**src/verilog/isa_window_pkg.sv**
```systemverilog
// Constants, field positions and carrier types for the ISA window bridge.
`default_nettype none
package isa_window_pkg;
  // Microcontroller address map.
  localparam logic [7:0]  IO_WINDOW_PAGE      = 8'h40;
  localparam logic [3:0]  MEM_WINDOW_NIBBLE   = 4'h5;
  localparam logic [15:0] REG_IO_UPPER_ADDR   = 16'h7f71;
  localparam logic [15:0] REG_MEM_UPPER_ADDR  = 16'h7f72;
  localparam logic [7:0]  IO_UPPER_RESET      = 8'h00;
  localparam logic [7:0]  MEM_UPPER_RESET     = 8'h00;
  localparam logic [7:0]  UNMAPPED_READ       = 8'h00;
  // DMA runtime registers in ISA I/O space.
  localparam logic [11:0] DMA_REG_PAGE        = 12'h000;
  localparam logic [3:0]  OFF_LAST_CHANNEL    = 4'h7;
  localparam logic [3:0]  OFF_STATUS_COMMAND  = 4'h8;
  localparam logic [3:0]  OFF_SOFT_REQUEST    = 4'h9;
  localparam logic [3:0]  OFF_SINGLE_MASK     = 4'ha;
  localparam logic [3:0]  OFF_CHANNEL_MODE    = 4'hb;
  localparam logic [3:0]  OFF_PTR_CLEAR_TEMP  = 4'hc;
  localparam logic [3:0]  OFF_MASTER_CLEAR    = 4'hd;
  localparam logic [3:0]  OFF_CLEAR_MASKS     = 4'he;
  localparam logic [3:0]  OFF_WRITE_MASKS     = 4'hf;
  localparam int          SET_CLEAR_BIT       = 2;
  localparam logic [3:0]  ALL_MASKED          = 4'hf;
  localparam logic [3:0]  NONE_MASKED         = 4'h0;
  localparam logic [7:0]  REG8_RESET          = 8'h00;
  localparam logic [15:0] REG16_RESET         = 16'h0000;
  // Layout of a 16-bit DMA address.
  localparam int          SELECT_BIT          = 15;
  localparam int          PACKET_HI           = 14;
  localparam int          PACKET_LO           = 10;
  localparam int          OFFSET_HI           = 9;
  localparam int          PAGE_INDEX_LO       = 7;
  localparam logic [1:0]  COUNT_HIGH_KEEP     = 2'h3;
  localparam logic [4:0]  EXT_UPPER_ZERO      = 5'h00;
  localparam logic [1:0]  FIRST_IO_CHANNEL    = 2'h2;
  // Packet buffer paging.
  localparam int          CHANNELS            = 4;
  localparam int          PACKETS             = 32;
  localparam int          PAGES_PER_PACKET    = 10;
  localparam logic [4:0]  PAGE_RESET          = 5'h00;

  typedef struct packed {
    logic [15:0] addr;
    logic [7:0]  wdata;
    logic        rd;
    logic        wr;
  } mcu_req_t;

  typedef struct packed {
    logic [19:0] addr;
    logic [7:0]  wdata;
    logic        ior;
    logic        iow;
    logic        memr;
    logic        memw;
  } isa_cycle_t;

  typedef struct packed {
    logic        valid;
    logic [4:0]  packet;
    logic [10:0] pointer;
    logic [11:0] phys_addr;
  } buf_access_t;

  typedef struct packed {
    logic [4:0] packet;
    logic [3:0] index;
    logic [4:0] page;
    logic       wr;
  } page_map_t;
endpackage : isa_window_pkg
`default_nettype wire

```
**src/verilog/isa_window_dma_address_map.sv**
```systemverilog
// ISA window bridge, DMA runtime registers and DMA address translation.
// Contract
// - I/O window address is upper-address byte then window offset byte.
// - Memory window address is upper-address byte then 12-bit offset.
// - DMA addresses 0x8000-0xFFFF are 32 packet windows of 1k each.
// - DMA addresses 0x0000-0x7FFF go to 32K of external ISA RAM.
// - Packet number and offset map through eight of ten 128-byte page entries.
// - Every channel holds its own packet number and offset.
// - Sixteen DMA registers sit at ISA I/O 0x00-0x0F.
// - Channel n address at offset 2n, count at 2n+1, byte wide.
// - Offsets 0x8 to 0xF decode to status, command, request, mask, mode, temporary and clear functions.
// - DMA address bit 15 picks internal buffer or external memory.
// - Internal: packet number bits 14:10, offset 9:0; else pass through.
// - External-memory I/O capability only on channels 2 and 3.
// - External DMA zeroes ISA bits 19:15; internal zeroes bit ten.
// - One DMA transfer is at most 1024 bytes.
// - Memory window reaches 1 Mbyte regardless of the DMA 32K limit.
// - Byte pointer low selects low byte, high selects high byte.
`default_nettype none
module isa_window_dma_address_map (
  // Clock and reset.
  input  wire logic                        clock,
  input  wire logic                        sys_rst,
  // Microcontroller access port.
  input  wire isa_window_pkg::mcu_req_t    mcu_req,
  input  wire logic                        bus_grant_acknowledge,
  output logic [7:0]                       mcu_rdata,
  output logic                             mcu_rdata_valid,
  // ISA bus side.
  input  wire logic [7:0]                  isa_rdata,
  input  wire logic [3:0]                  dreq_pin,
  output isa_window_pkg::isa_cycle_t       isa,
  // DMA engine side.
  input  wire logic                        dma_cycle,
  input  wire logic [1:0]                  dma_channel,
  output isa_window_pkg::buf_access_t      buf_access,
  output logic                             dma_ext_mem,
  output logic                             dma_io_enable,
  output logic [7:0]                       dma_command,
  output logic [3:0]                       dma_channel_mask,
  output logic [3:0]                       dma_soft_request,
  output logic                             byte_pointer,
  // Page map loaded by the memory manager.
  input  wire isa_window_pkg::page_map_t   page_map
);

  logic [7:0]  io_window_upper_address;
  logic [7:0]  memory_window_upper_address;
  logic [15:0] ch_addr [isa_window_pkg::CHANNELS];
  logic [15:0] ch_count [isa_window_pkg::CHANNELS];
  logic [7:0]  ch_mode [isa_window_pkg::CHANNELS];
  logic [4:0]  page_table [isa_window_pkg::PACKETS]
                          [isa_window_pkg::PAGES_PER_PACKET];
  logic [3:0]  tc_flag;
  logic [3:0]  dreq_s1;
  logic [3:0]  dreq_s2;
  logic [3:0]  dreq_s3;
  logic [3:0]  dreq_level;
  logic [7:0]  temp_reg;
  logic        rd_pend;
  logic        rd_internal;
  logic [7:0]  rd_hold;
  logic [7:0]  next_rdata;
  logic        io_hit;
  logic        mem_hit;
  logic        dma_reg_hit;
  logic        wr_ok;
  logic        chan_access;
  logic        ptr_clear;
  logic        status_read;
  logic [15:0] io_addr;
  logic [3:0]  reg_off;
  logic [3:0]  tc_event;
  logic [15:0] sel_addr;
  logic [3:0]  page_index;

  // Window decode of the microcontroller address.
  always_comb
  begin
    io_hit      = mcu_req.addr[15:8] == isa_window_pkg::IO_WINDOW_PAGE;
    mem_hit     = mcu_req.addr[15:12] == isa_window_pkg::MEM_WINDOW_NIBBLE;
    io_addr     = {io_window_upper_address, mcu_req.addr[7:0]};
    reg_off     = io_addr[3:0];
    dma_reg_hit = io_hit && io_addr[15:4] == isa_window_pkg::DMA_REG_PAGE;
    // Writes while the DMA owns the bus would race its own updates.
    wr_ok       = mcu_req.wr && !bus_grant_acknowledge;
    chan_access = dma_reg_hit && reg_off <= isa_window_pkg::OFF_LAST_CHANNEL
                  && (mcu_req.rd || wr_ok);
    ptr_clear   = dma_reg_hit && wr_ok
                  && (reg_off == isa_window_pkg::OFF_PTR_CLEAR_TEMP
                  || reg_off == isa_window_pkg::OFF_MASTER_CLEAR);
    status_read = dma_reg_hit && mcu_req.rd
                  && reg_off == isa_window_pkg::OFF_STATUS_COMMAND;
    sel_addr    = ch_addr[dma_channel];
    page_index  = {1'b0, sel_addr[isa_window_pkg::OFFSET_HI:
                                  isa_window_pkg::PAGE_INDEX_LO]};
  end

  // Base registers of the two microcontroller windows.
  always_ff @(posedge clock or posedge sys_rst)
  begin
    if (sys_rst)
    begin
      io_window_upper_address     <= isa_window_pkg::IO_UPPER_RESET;
      memory_window_upper_address <= isa_window_pkg::MEM_UPPER_RESET;
    end
    else if (mcu_req.wr)
    begin
      if (mcu_req.addr == isa_window_pkg::REG_IO_UPPER_ADDR)
        io_window_upper_address <= mcu_req.wdata;
      if (mcu_req.addr == isa_window_pkg::REG_MEM_UPPER_ADDR)
        memory_window_upper_address <= mcu_req.wdata;
    end
  end

  // Byte pointer flip-flop.
  always_ff @(posedge clock or posedge sys_rst)
  begin
    if (sys_rst)
      byte_pointer <= 1'b0;
    else if (ptr_clear)
      byte_pointer <= 1'b0;
    else if (chan_access)
      byte_pointer <= !byte_pointer;
  end

  // Per-channel address and count registers, stepped by DMA cycles.
  for (genvar n = 0; n < isa_window_pkg::CHANNELS; n++)
  begin : g_chan
    logic addr_hit;
    logic count_hit;
    logic step;
    assign addr_hit  = dma_reg_hit && wr_ok && reg_off == 4'(2 * n);
    assign count_hit = dma_reg_hit && wr_ok && reg_off == 4'(2 * n + 1);
    assign step      = dma_cycle && bus_grant_acknowledge
                       && dma_channel == 2'(n);

    always_ff @(posedge clock or posedge sys_rst)
    begin
      if (sys_rst)
      begin
        ch_addr[n]  <= isa_window_pkg::REG16_RESET;
        ch_count[n] <= isa_window_pkg::REG16_RESET;
      end
      else if (addr_hit)
      begin
        if (byte_pointer)
          ch_addr[n][15:8] <= mcu_req.wdata;
        else
          ch_addr[n][7:0] <= mcu_req.wdata;
      end
      else if (count_hit)
      begin
        // Counts above 1023 would let one transfer pass 1024 bytes.
        if (byte_pointer)
          ch_count[n][15:8] <= {6'h00, mcu_req.wdata[1:0]
                                & isa_window_pkg::COUNT_HIGH_KEEP};
        else
          ch_count[n][7:0] <= mcu_req.wdata;
      end
      else if (step)
      begin
        // The offset wraps inside its 1k window so a packet never spills.
        ch_addr[n][9:0] <= ch_addr[n][9:0] + 10'h001;
        ch_count[n]     <= ch_count[n] - 16'h0001;
      end
    end

    assign tc_event[n] = step && ch_count[n] == isa_window_pkg::REG16_RESET;
  end

  // Mode, command, request, mask and temporary registers.
  always_ff @(posedge clock or posedge sys_rst)
  begin
    if (sys_rst)
    begin
      dma_command      <= isa_window_pkg::REG8_RESET;
      dma_soft_request <= isa_window_pkg::NONE_MASKED;
      dma_channel_mask <= isa_window_pkg::ALL_MASKED;
      temp_reg         <= isa_window_pkg::REG8_RESET;
      for (int c = 0; c < isa_window_pkg::CHANNELS; c++)
        ch_mode[c] <= isa_window_pkg::REG8_RESET;
    end
    else if (dma_reg_hit && wr_ok)
    begin
      case (reg_off)
        isa_window_pkg::OFF_STATUS_COMMAND:
          dma_command <= mcu_req.wdata;
        isa_window_pkg::OFF_SOFT_REQUEST:
          dma_soft_request[mcu_req.wdata[1:0]]
            <= mcu_req.wdata[isa_window_pkg::SET_CLEAR_BIT];
        isa_window_pkg::OFF_SINGLE_MASK:
          dma_channel_mask[mcu_req.wdata[1:0]]
            <= mcu_req.wdata[isa_window_pkg::SET_CLEAR_BIT];
        isa_window_pkg::OFF_CHANNEL_MODE:
          ch_mode[mcu_req.wdata[1:0]] <= mcu_req.wdata;
        isa_window_pkg::OFF_MASTER_CLEAR:
        begin
          dma_command      <= isa_window_pkg::REG8_RESET;
          dma_soft_request <= isa_window_pkg::NONE_MASKED;
          dma_channel_mask <= isa_window_pkg::ALL_MASKED;
          temp_reg         <= isa_window_pkg::REG8_RESET;
        end
        isa_window_pkg::OFF_CLEAR_MASKS:
          dma_channel_mask <= isa_window_pkg::NONE_MASKED;
        isa_window_pkg::OFF_WRITE_MASKS:
          dma_channel_mask <= mcu_req.wdata[3:0];
        default:
          dma_command <= dma_command;
      endcase
    end
  end

  // Request pins cross in through three stages; a change needs two to agree.
  always_ff @(posedge clock or posedge sys_rst)
  begin
    if (sys_rst)
    begin
      dreq_s1    <= 4'h0;
      dreq_s2    <= 4'h0;
      dreq_s3    <= 4'h0;
      dreq_level <= 4'h0;
    end
    else
    begin
      dreq_s1 <= dreq_pin;
      dreq_s2 <= dreq_s1;
      dreq_s3 <= dreq_s2;
      for (int c = 0; c < isa_window_pkg::CHANNELS; c++)
        if (dreq_s2[c] == dreq_s3[c])
          dreq_level[c] <= dreq_s3[c];
    end
  end

  // Terminal count flags clear on a status read; a new count wins.
  always_ff @(posedge clock or posedge sys_rst)
  begin
    if (sys_rst)
      tc_flag <= 4'h0;
    else
      tc_flag <= (status_read ? 4'h0 : tc_flag) | tc_event;
  end

  // Read data of the decoded location.
  always_comb
  begin
    next_rdata = isa_window_pkg::UNMAPPED_READ;
    if (mcu_req.addr == isa_window_pkg::REG_IO_UPPER_ADDR)
      next_rdata = io_window_upper_address;
    else if (mcu_req.addr == isa_window_pkg::REG_MEM_UPPER_ADDR)
      next_rdata = memory_window_upper_address;
    else if (dma_reg_hit)
    begin
      case (reg_off)
        isa_window_pkg::OFF_STATUS_COMMAND:
          next_rdata = {dreq_level, tc_flag};
        isa_window_pkg::OFF_PTR_CLEAR_TEMP:
          next_rdata = temp_reg;
        default:
          if (reg_off <= isa_window_pkg::OFF_LAST_CHANNEL)
            next_rdata = reg_off[0]
              ? (byte_pointer ? ch_count[reg_off[2:1]][15:8]
                              : ch_count[reg_off[2:1]][7:0])
              : (byte_pointer ? ch_addr[reg_off[2:1]][15:8]
                              : ch_addr[reg_off[2:1]][7:0]);
      endcase
    end
  end

  // Read answer two edges after the request, once the bus has replied.
  always_ff @(posedge clock or posedge sys_rst)
  begin
    if (sys_rst)
    begin
      rd_pend         <= 1'b0;
      rd_internal     <= 1'b0;
      rd_hold         <= isa_window_pkg::REG8_RESET;
      mcu_rdata       <= isa_window_pkg::REG8_RESET;
      mcu_rdata_valid <= 1'b0;
    end
    else
    begin
      rd_pend         <= mcu_req.rd;
      rd_internal     <= dma_reg_hit || bus_grant_acknowledge
                         || !(io_hit || mem_hit);
      rd_hold         <= next_rdata;
      mcu_rdata       <= rd_internal ? rd_hold : isa_rdata;
      mcu_rdata_valid <= rd_pend;
    end
  end

  // ISA cycle generation, shared by window cycles and DMA cycles.
  always_ff @(posedge clock or posedge sys_rst)
  begin
    if (sys_rst)
      isa <= '0;
    else
    begin
      isa.ior  <= 1'b0;
      isa.iow  <= 1'b0;
      isa.memr <= 1'b0;
      isa.memw <= 1'b0;
      if (bus_grant_acknowledge)
      begin
        // While granted the window drivers stay released.
        if (dma_cycle && !sel_addr[isa_window_pkg::SELECT_BIT])
          isa.addr <= {isa_window_pkg::EXT_UPPER_ZERO,
                       sel_addr[isa_window_pkg::PACKET_HI:0]};
      end
      else if (io_hit && (mcu_req.rd || mcu_req.wr))
      begin
        isa.addr  <= {4'h0, io_addr};
        isa.wdata <= mcu_req.wdata;
        isa.ior   <= mcu_req.rd;
        isa.iow   <= mcu_req.wr;
      end
      else if (mem_hit && (mcu_req.rd || mcu_req.wr))
      begin
        // Full 1 Mbyte reach, unrelated to the DMA external range.
        isa.addr  <= {memory_window_upper_address,
                      mcu_req.addr[11:0]};
        isa.wdata <= mcu_req.wdata;
        isa.memr  <= mcu_req.rd;
        isa.memw  <= mcu_req.wr;
      end
    end
  end

  // Packet page map written by the memory manager.
  always_ff @(posedge clock or posedge sys_rst)
  begin
    if (sys_rst)
    begin
      for (int p = 0; p < isa_window_pkg::PACKETS; p++)
        for (int i = 0; i < isa_window_pkg::PAGES_PER_PACKET; i++)
          page_table[p][i] <= isa_window_pkg::PAGE_RESET;
    end
    else if (page_map.wr
             && page_map.index < 4'(isa_window_pkg::PAGES_PER_PACKET))
      page_table[page_map.packet][page_map.index] <= page_map.page;
  end

  // DMA address translation of the stepping channel.
  always_ff @(posedge clock or posedge sys_rst)
  begin
    if (sys_rst)
    begin
      buf_access    <= '0;
      dma_ext_mem   <= 1'b0;
      dma_io_enable <= 1'b0;
    end
    else
    begin
      buf_access.valid <= 1'b0;
      dma_ext_mem      <= 1'b0;
      dma_io_enable    <= 1'b0;
      if (dma_cycle && bus_grant_acknowledge)
      begin
        if (sel_addr[isa_window_pkg::SELECT_BIT])
        begin
          buf_access.valid   <= 1'b1;
          buf_access.packet  <= sel_addr[isa_window_pkg::PACKET_HI:
                                         isa_window_pkg::PACKET_LO];
          buf_access.pointer <= {1'b0,
                                 sel_addr[isa_window_pkg::OFFSET_HI:0]};
          buf_access.phys_addr <= {page_table[sel_addr[
                                   isa_window_pkg::PACKET_HI:
                                   isa_window_pkg::PACKET_LO]][page_index],
                                   sel_addr[6:0]};
        end
        else
        begin
          dma_ext_mem   <= 1'b1;
          dma_io_enable <= dma_channel >= isa_window_pkg::FIRST_IO_CHANNEL;
        end
      end
    end
  end
endmodule : isa_window_dma_address_map
`default_nettype wire

```
**config.mk**
```make
export PLATFORM = sky130hd
export DESIGN_NAME = isa_window_dma_address_map
export DESIGN_NICKNAME = d
export VERILOG_FILES = /design/src/verilog/isa_window_pkg.sv /design/src/verilog/isa_window_dma_address_map.sv
export SDC_FILE = /design/constraint.sdc
export NUM_CORES = 2
export LEC_CHECK = 0
export ABC_AREA = 1
export BUFFER_PORTS_ARGS = -buffer_cell sky130_fd_sc_hd__buf_2
export CAP_MARGIN = 5
export CORE_MARGIN = 5
export CORE_UTILIZATION = 35
export DETAILED_ROUTE_END_ITERATION = 10
export PLACE_DENSITY = 0.46
export SLEW_MARGIN = 30
export SYNTH_ARGS = -nofsm -noshare
export SYNTH_HDL_FRONTEND = slang
export SYNTH_SLANG_ARGS = --single-unit
```
**constraint.sdc**
```tcl
create_clock -name clock -period 122.3 [get_ports clock]
set_input_delay 24.46 -clock clock [delete_from_list [all_inputs] [get_ports clock]]
set_output_delay 24.46 -clock clock [all_outputs]
set_load 0.005 [all_outputs]
```
==> flow_metrics.tcl <==
set metrics [dict create \
    skew_ns 0.0228 \
    clockBufferDepth 3 \
    slew_viol_final 0 \
    cts_setup_buffers 0 \
    final_nets 9675 \
    place_ws_ns 91.58 \
    cap_violations 0 \
    grt.total_usage_pct 24.5 \
    ctsHtreeMaxLevel 4 \
    die_width_um 474 \
    dp.cells 12300 \
    final_layout_size_suffix_gt1_share_pct 6.56 \
    grt_overflow 0 \
    design_area_sq_um 85000 \
    p_per_area_nw_per_um2 15.0 \
    critical_path_required_ns 123.02 \
    viasPerCell 5.29 \
    drt_wl_total_mm 280 \
    worstHoldEndpoint "dreq_s2[1]$_DFF_PP0_" \
    synth_area_sq_um 75500 \
    worst_pin_slew_ns 1.09 \
    fin_total_pwr_mw 1.27 \
    startpoint "dma_channel[0]" \
    fin_crit_sh_pct 24.5 \
    drc_errors 0 \
    startpoint_type "input port" \
    initial_core_util_pct 35.2 \
    cts_tree "yes" \
    ys_seq_area_share_pct 50.9 \
    r2r-end "buf_access[9]$_DFFE_PP0P_" \
    rrSetupSlack_ns 115.80 \
    p_switching_mw 0.367 \
    cp_num_buf_inv 6 \
    placedInstanceArea_sq_um 78700 \
    route.vias.total 66700 \
    layout_commonest_cell "nand2_1" \
    cts_resized 0 \
    portBuffers 146 \
    min_path_cells 0 \
    synthDistinctLibCells 48 \
    area_growth_pct 12.6 \
    cpMostUsedCell "nand3_1" \
    globalplace.congestion 0.878 \
    p_leak_nw 38.0 \
    vdd_ir_drop_max_v 0.0000147 \
    ys_seq_elements 1535 \
    hold_viol 0 \
    synth_top_area_share_pct 50.8 \
    drtIter0Drc 6936 \
    clock_latency_ns 0.83 \
    layout_common_cells "nand2_1, o21ai_0, dfrtp_1" \
    setup_viol 0 \
    dr.pass1.iters 8 \
    hold_path.class "flop to flop" \
    grt_max_degree 190 \
    hpwlAfterDp_mm 172 \
    die_h_um 474 \
    grt_antenna_before_repair 23 \
    dr_wl_met3_mm 16.1 \
    p_int_mw 0.906 \
    clock.fmax_mhz 33.4 \
    critPathKind "input port to flop" \
    fill_cells 22300 \
    hold_ws_ns 0.347 \
    critPathSlowestCell "buf_4" \
    cp.arrival_ns 30.64 \
    layout.cells.non_filler 12600 \
    ios 148 \
    fp-row-count 170 \
    wl_met2_mm 125 \
    syn_nets 9790 \
    utilization_pct 39.6 \
    swShare_pct 28.8 \
    hold_buffers 0 \
    crit_chain "buf_2, inv_2, nand2_1, nand2_1, nand2_4, nand2_4, buf_4, buf_12, buf_4, buf_4, nand2_1, nand3_1, nand3_1, nand3_1, nand3_1, nand3_1, nand3_1, nand3_1, nand2_1, nand2_1, nand2_1" \
    postSynthCellCount 9719 \
    dieArea_sq_um 225000 \
    reg2regPathDepth 19 \
    p_clk_share_pct 44.3 \
    min_period_ns 29.92 \
    setup_tns_ns 0 \
    cts_sinks 1535 \
    grt_pass1_wl_mm 425 \
    hp-start "dreq_s1[1]$_DFF_PP0_" \
    yosysTopAreaCell "dfrtp_1" \
    end_kind "flop" \
    slowest_delay_ns 0.87 \
    worst_slack_ns 92.38 \
    clk_pin_slew_worst_paths_ns 0.06 \
    clockRootBuffer "clkbuf_16" \
    p_seq_share_pct 43.2 \
    pwr-share-comb_pct 12.4 \
    yosys-top-cells-area "dfrtp_1, nand2_1, o21ai_0" \
    ys_warn_count 0 \
    critPathTopFamily "buffers and inverters" \
    met1_length_mm 130 \
    crit_fanout 189 \
    slew_headroom_pct 27.2 \
    post_drt_wl_per_cell_um 22.2 \
    routed.top_layer "met5" \
    drtAntennaViolNets 0 \
    rr_startpoint "ch_addr[42]$_DFFE_PP0P_" \
    avgSynthCellArea_sq_um 7.77 \
    rsz0062_at_grt "no" \
    cts_buffers 183 \
    core_area_sq_um 215000 \
    status "completed" \
    grt_pass1_vias 64300 \
]
cell type report:
cell class	instances	area, sq um	share of cell area, %
Sequential cell	1535	38400	45.2
Multi-Input combinational cell	6806	31900	37.5
Clock buffer	275	5380	6.33
Tap cell	2838	3550	4.18
Inverter	821	3150	3.70
Timing Repair Buffer	257	1790	2.11
Clock inverter	60	771	0.907
Antenna cell	13	32.5	0.0383
layer usage:
layer | vias up | GRT usage [%]
met5 | - | 0
met4 | 4 | 8.09
met3 | 373 | 3.23
met2 | 1962 | 38.7
met1 | 32700 | 35.0
li1 | 31700 | -
synthesized netlist by cell type (all sizes together):
library cell and count:
buf 213, conb 1, nor2 239, maj3 4, nor3b 1, o22ai 8, nor3 53, clkbuf 344
o41ai 3, nand3b 317, or2 2, o221ai 7, xnor2 1, dfrtp 1531, a22oi 15, inv 813
a211oi 2, ha 12, a31oi 23, o21a 6, nor4 16, nand2 3011, o211ai 91, nand3 1101
o21ai 1666, a32o 1, clkinv 8, xor2 41, nand4 20, o31ai 8, mux2 8, o2111ai 1
dfstp 4, o311ai 6, a21oi 142
flip-flops by register name, indices dropped and copies added, names as in the netlist, 8 cells and up:
name / count
dma_command: 8
page_table: 1280
ch_count: 64
rd_hold: 8
isa: 32
io_window_upper_address: 8
ch_addr: 64
mcu_rdata: 8
memory_window_upper_address: 8
buf_access: 21
cell families after synthesis:
kind of cell,Yosys count,share of synthesized area [%]
flops,1535,50.9
mux,8,0.119
simple gates,4760,27.4
xor+xnor,42,0.487
fa+ha+maj,16,0.252
compound gates,1979,13.7
other cells,1,0.00497
buf+inv,1378,7.17
worst max-delay path by stage:
stage,to,cells after the start
after floorplan,buf_access[0]$_DFFE_PP0P_,1
after global placement,buf_access[7]$_DFFE_PP0P_,21
after detailed placement,buf_access[9]$_DFFE_PP0P_,21
after CTS,buf_access[9]$_DFFE_PP0P_,21
after global routing,buf_access[9]$_DFFE_PP0P_,21
final,buf_access[9]$_DFFE_PP0P_,21
power groups by stage:
stage                     clock (mW)  sequential [mW]  combinational [mW]
final                          0.564            0.550               0.158
after global routing           0.597            0.553               0.176
after CTS                      0.578            0.550               0.159
after detailed placement           0            0.559               0.158
after global placement             0            0.558               0.157
after floorplan                    0            0.553               0.100
No activity file was read; power rests on OpenSTA's default activity.
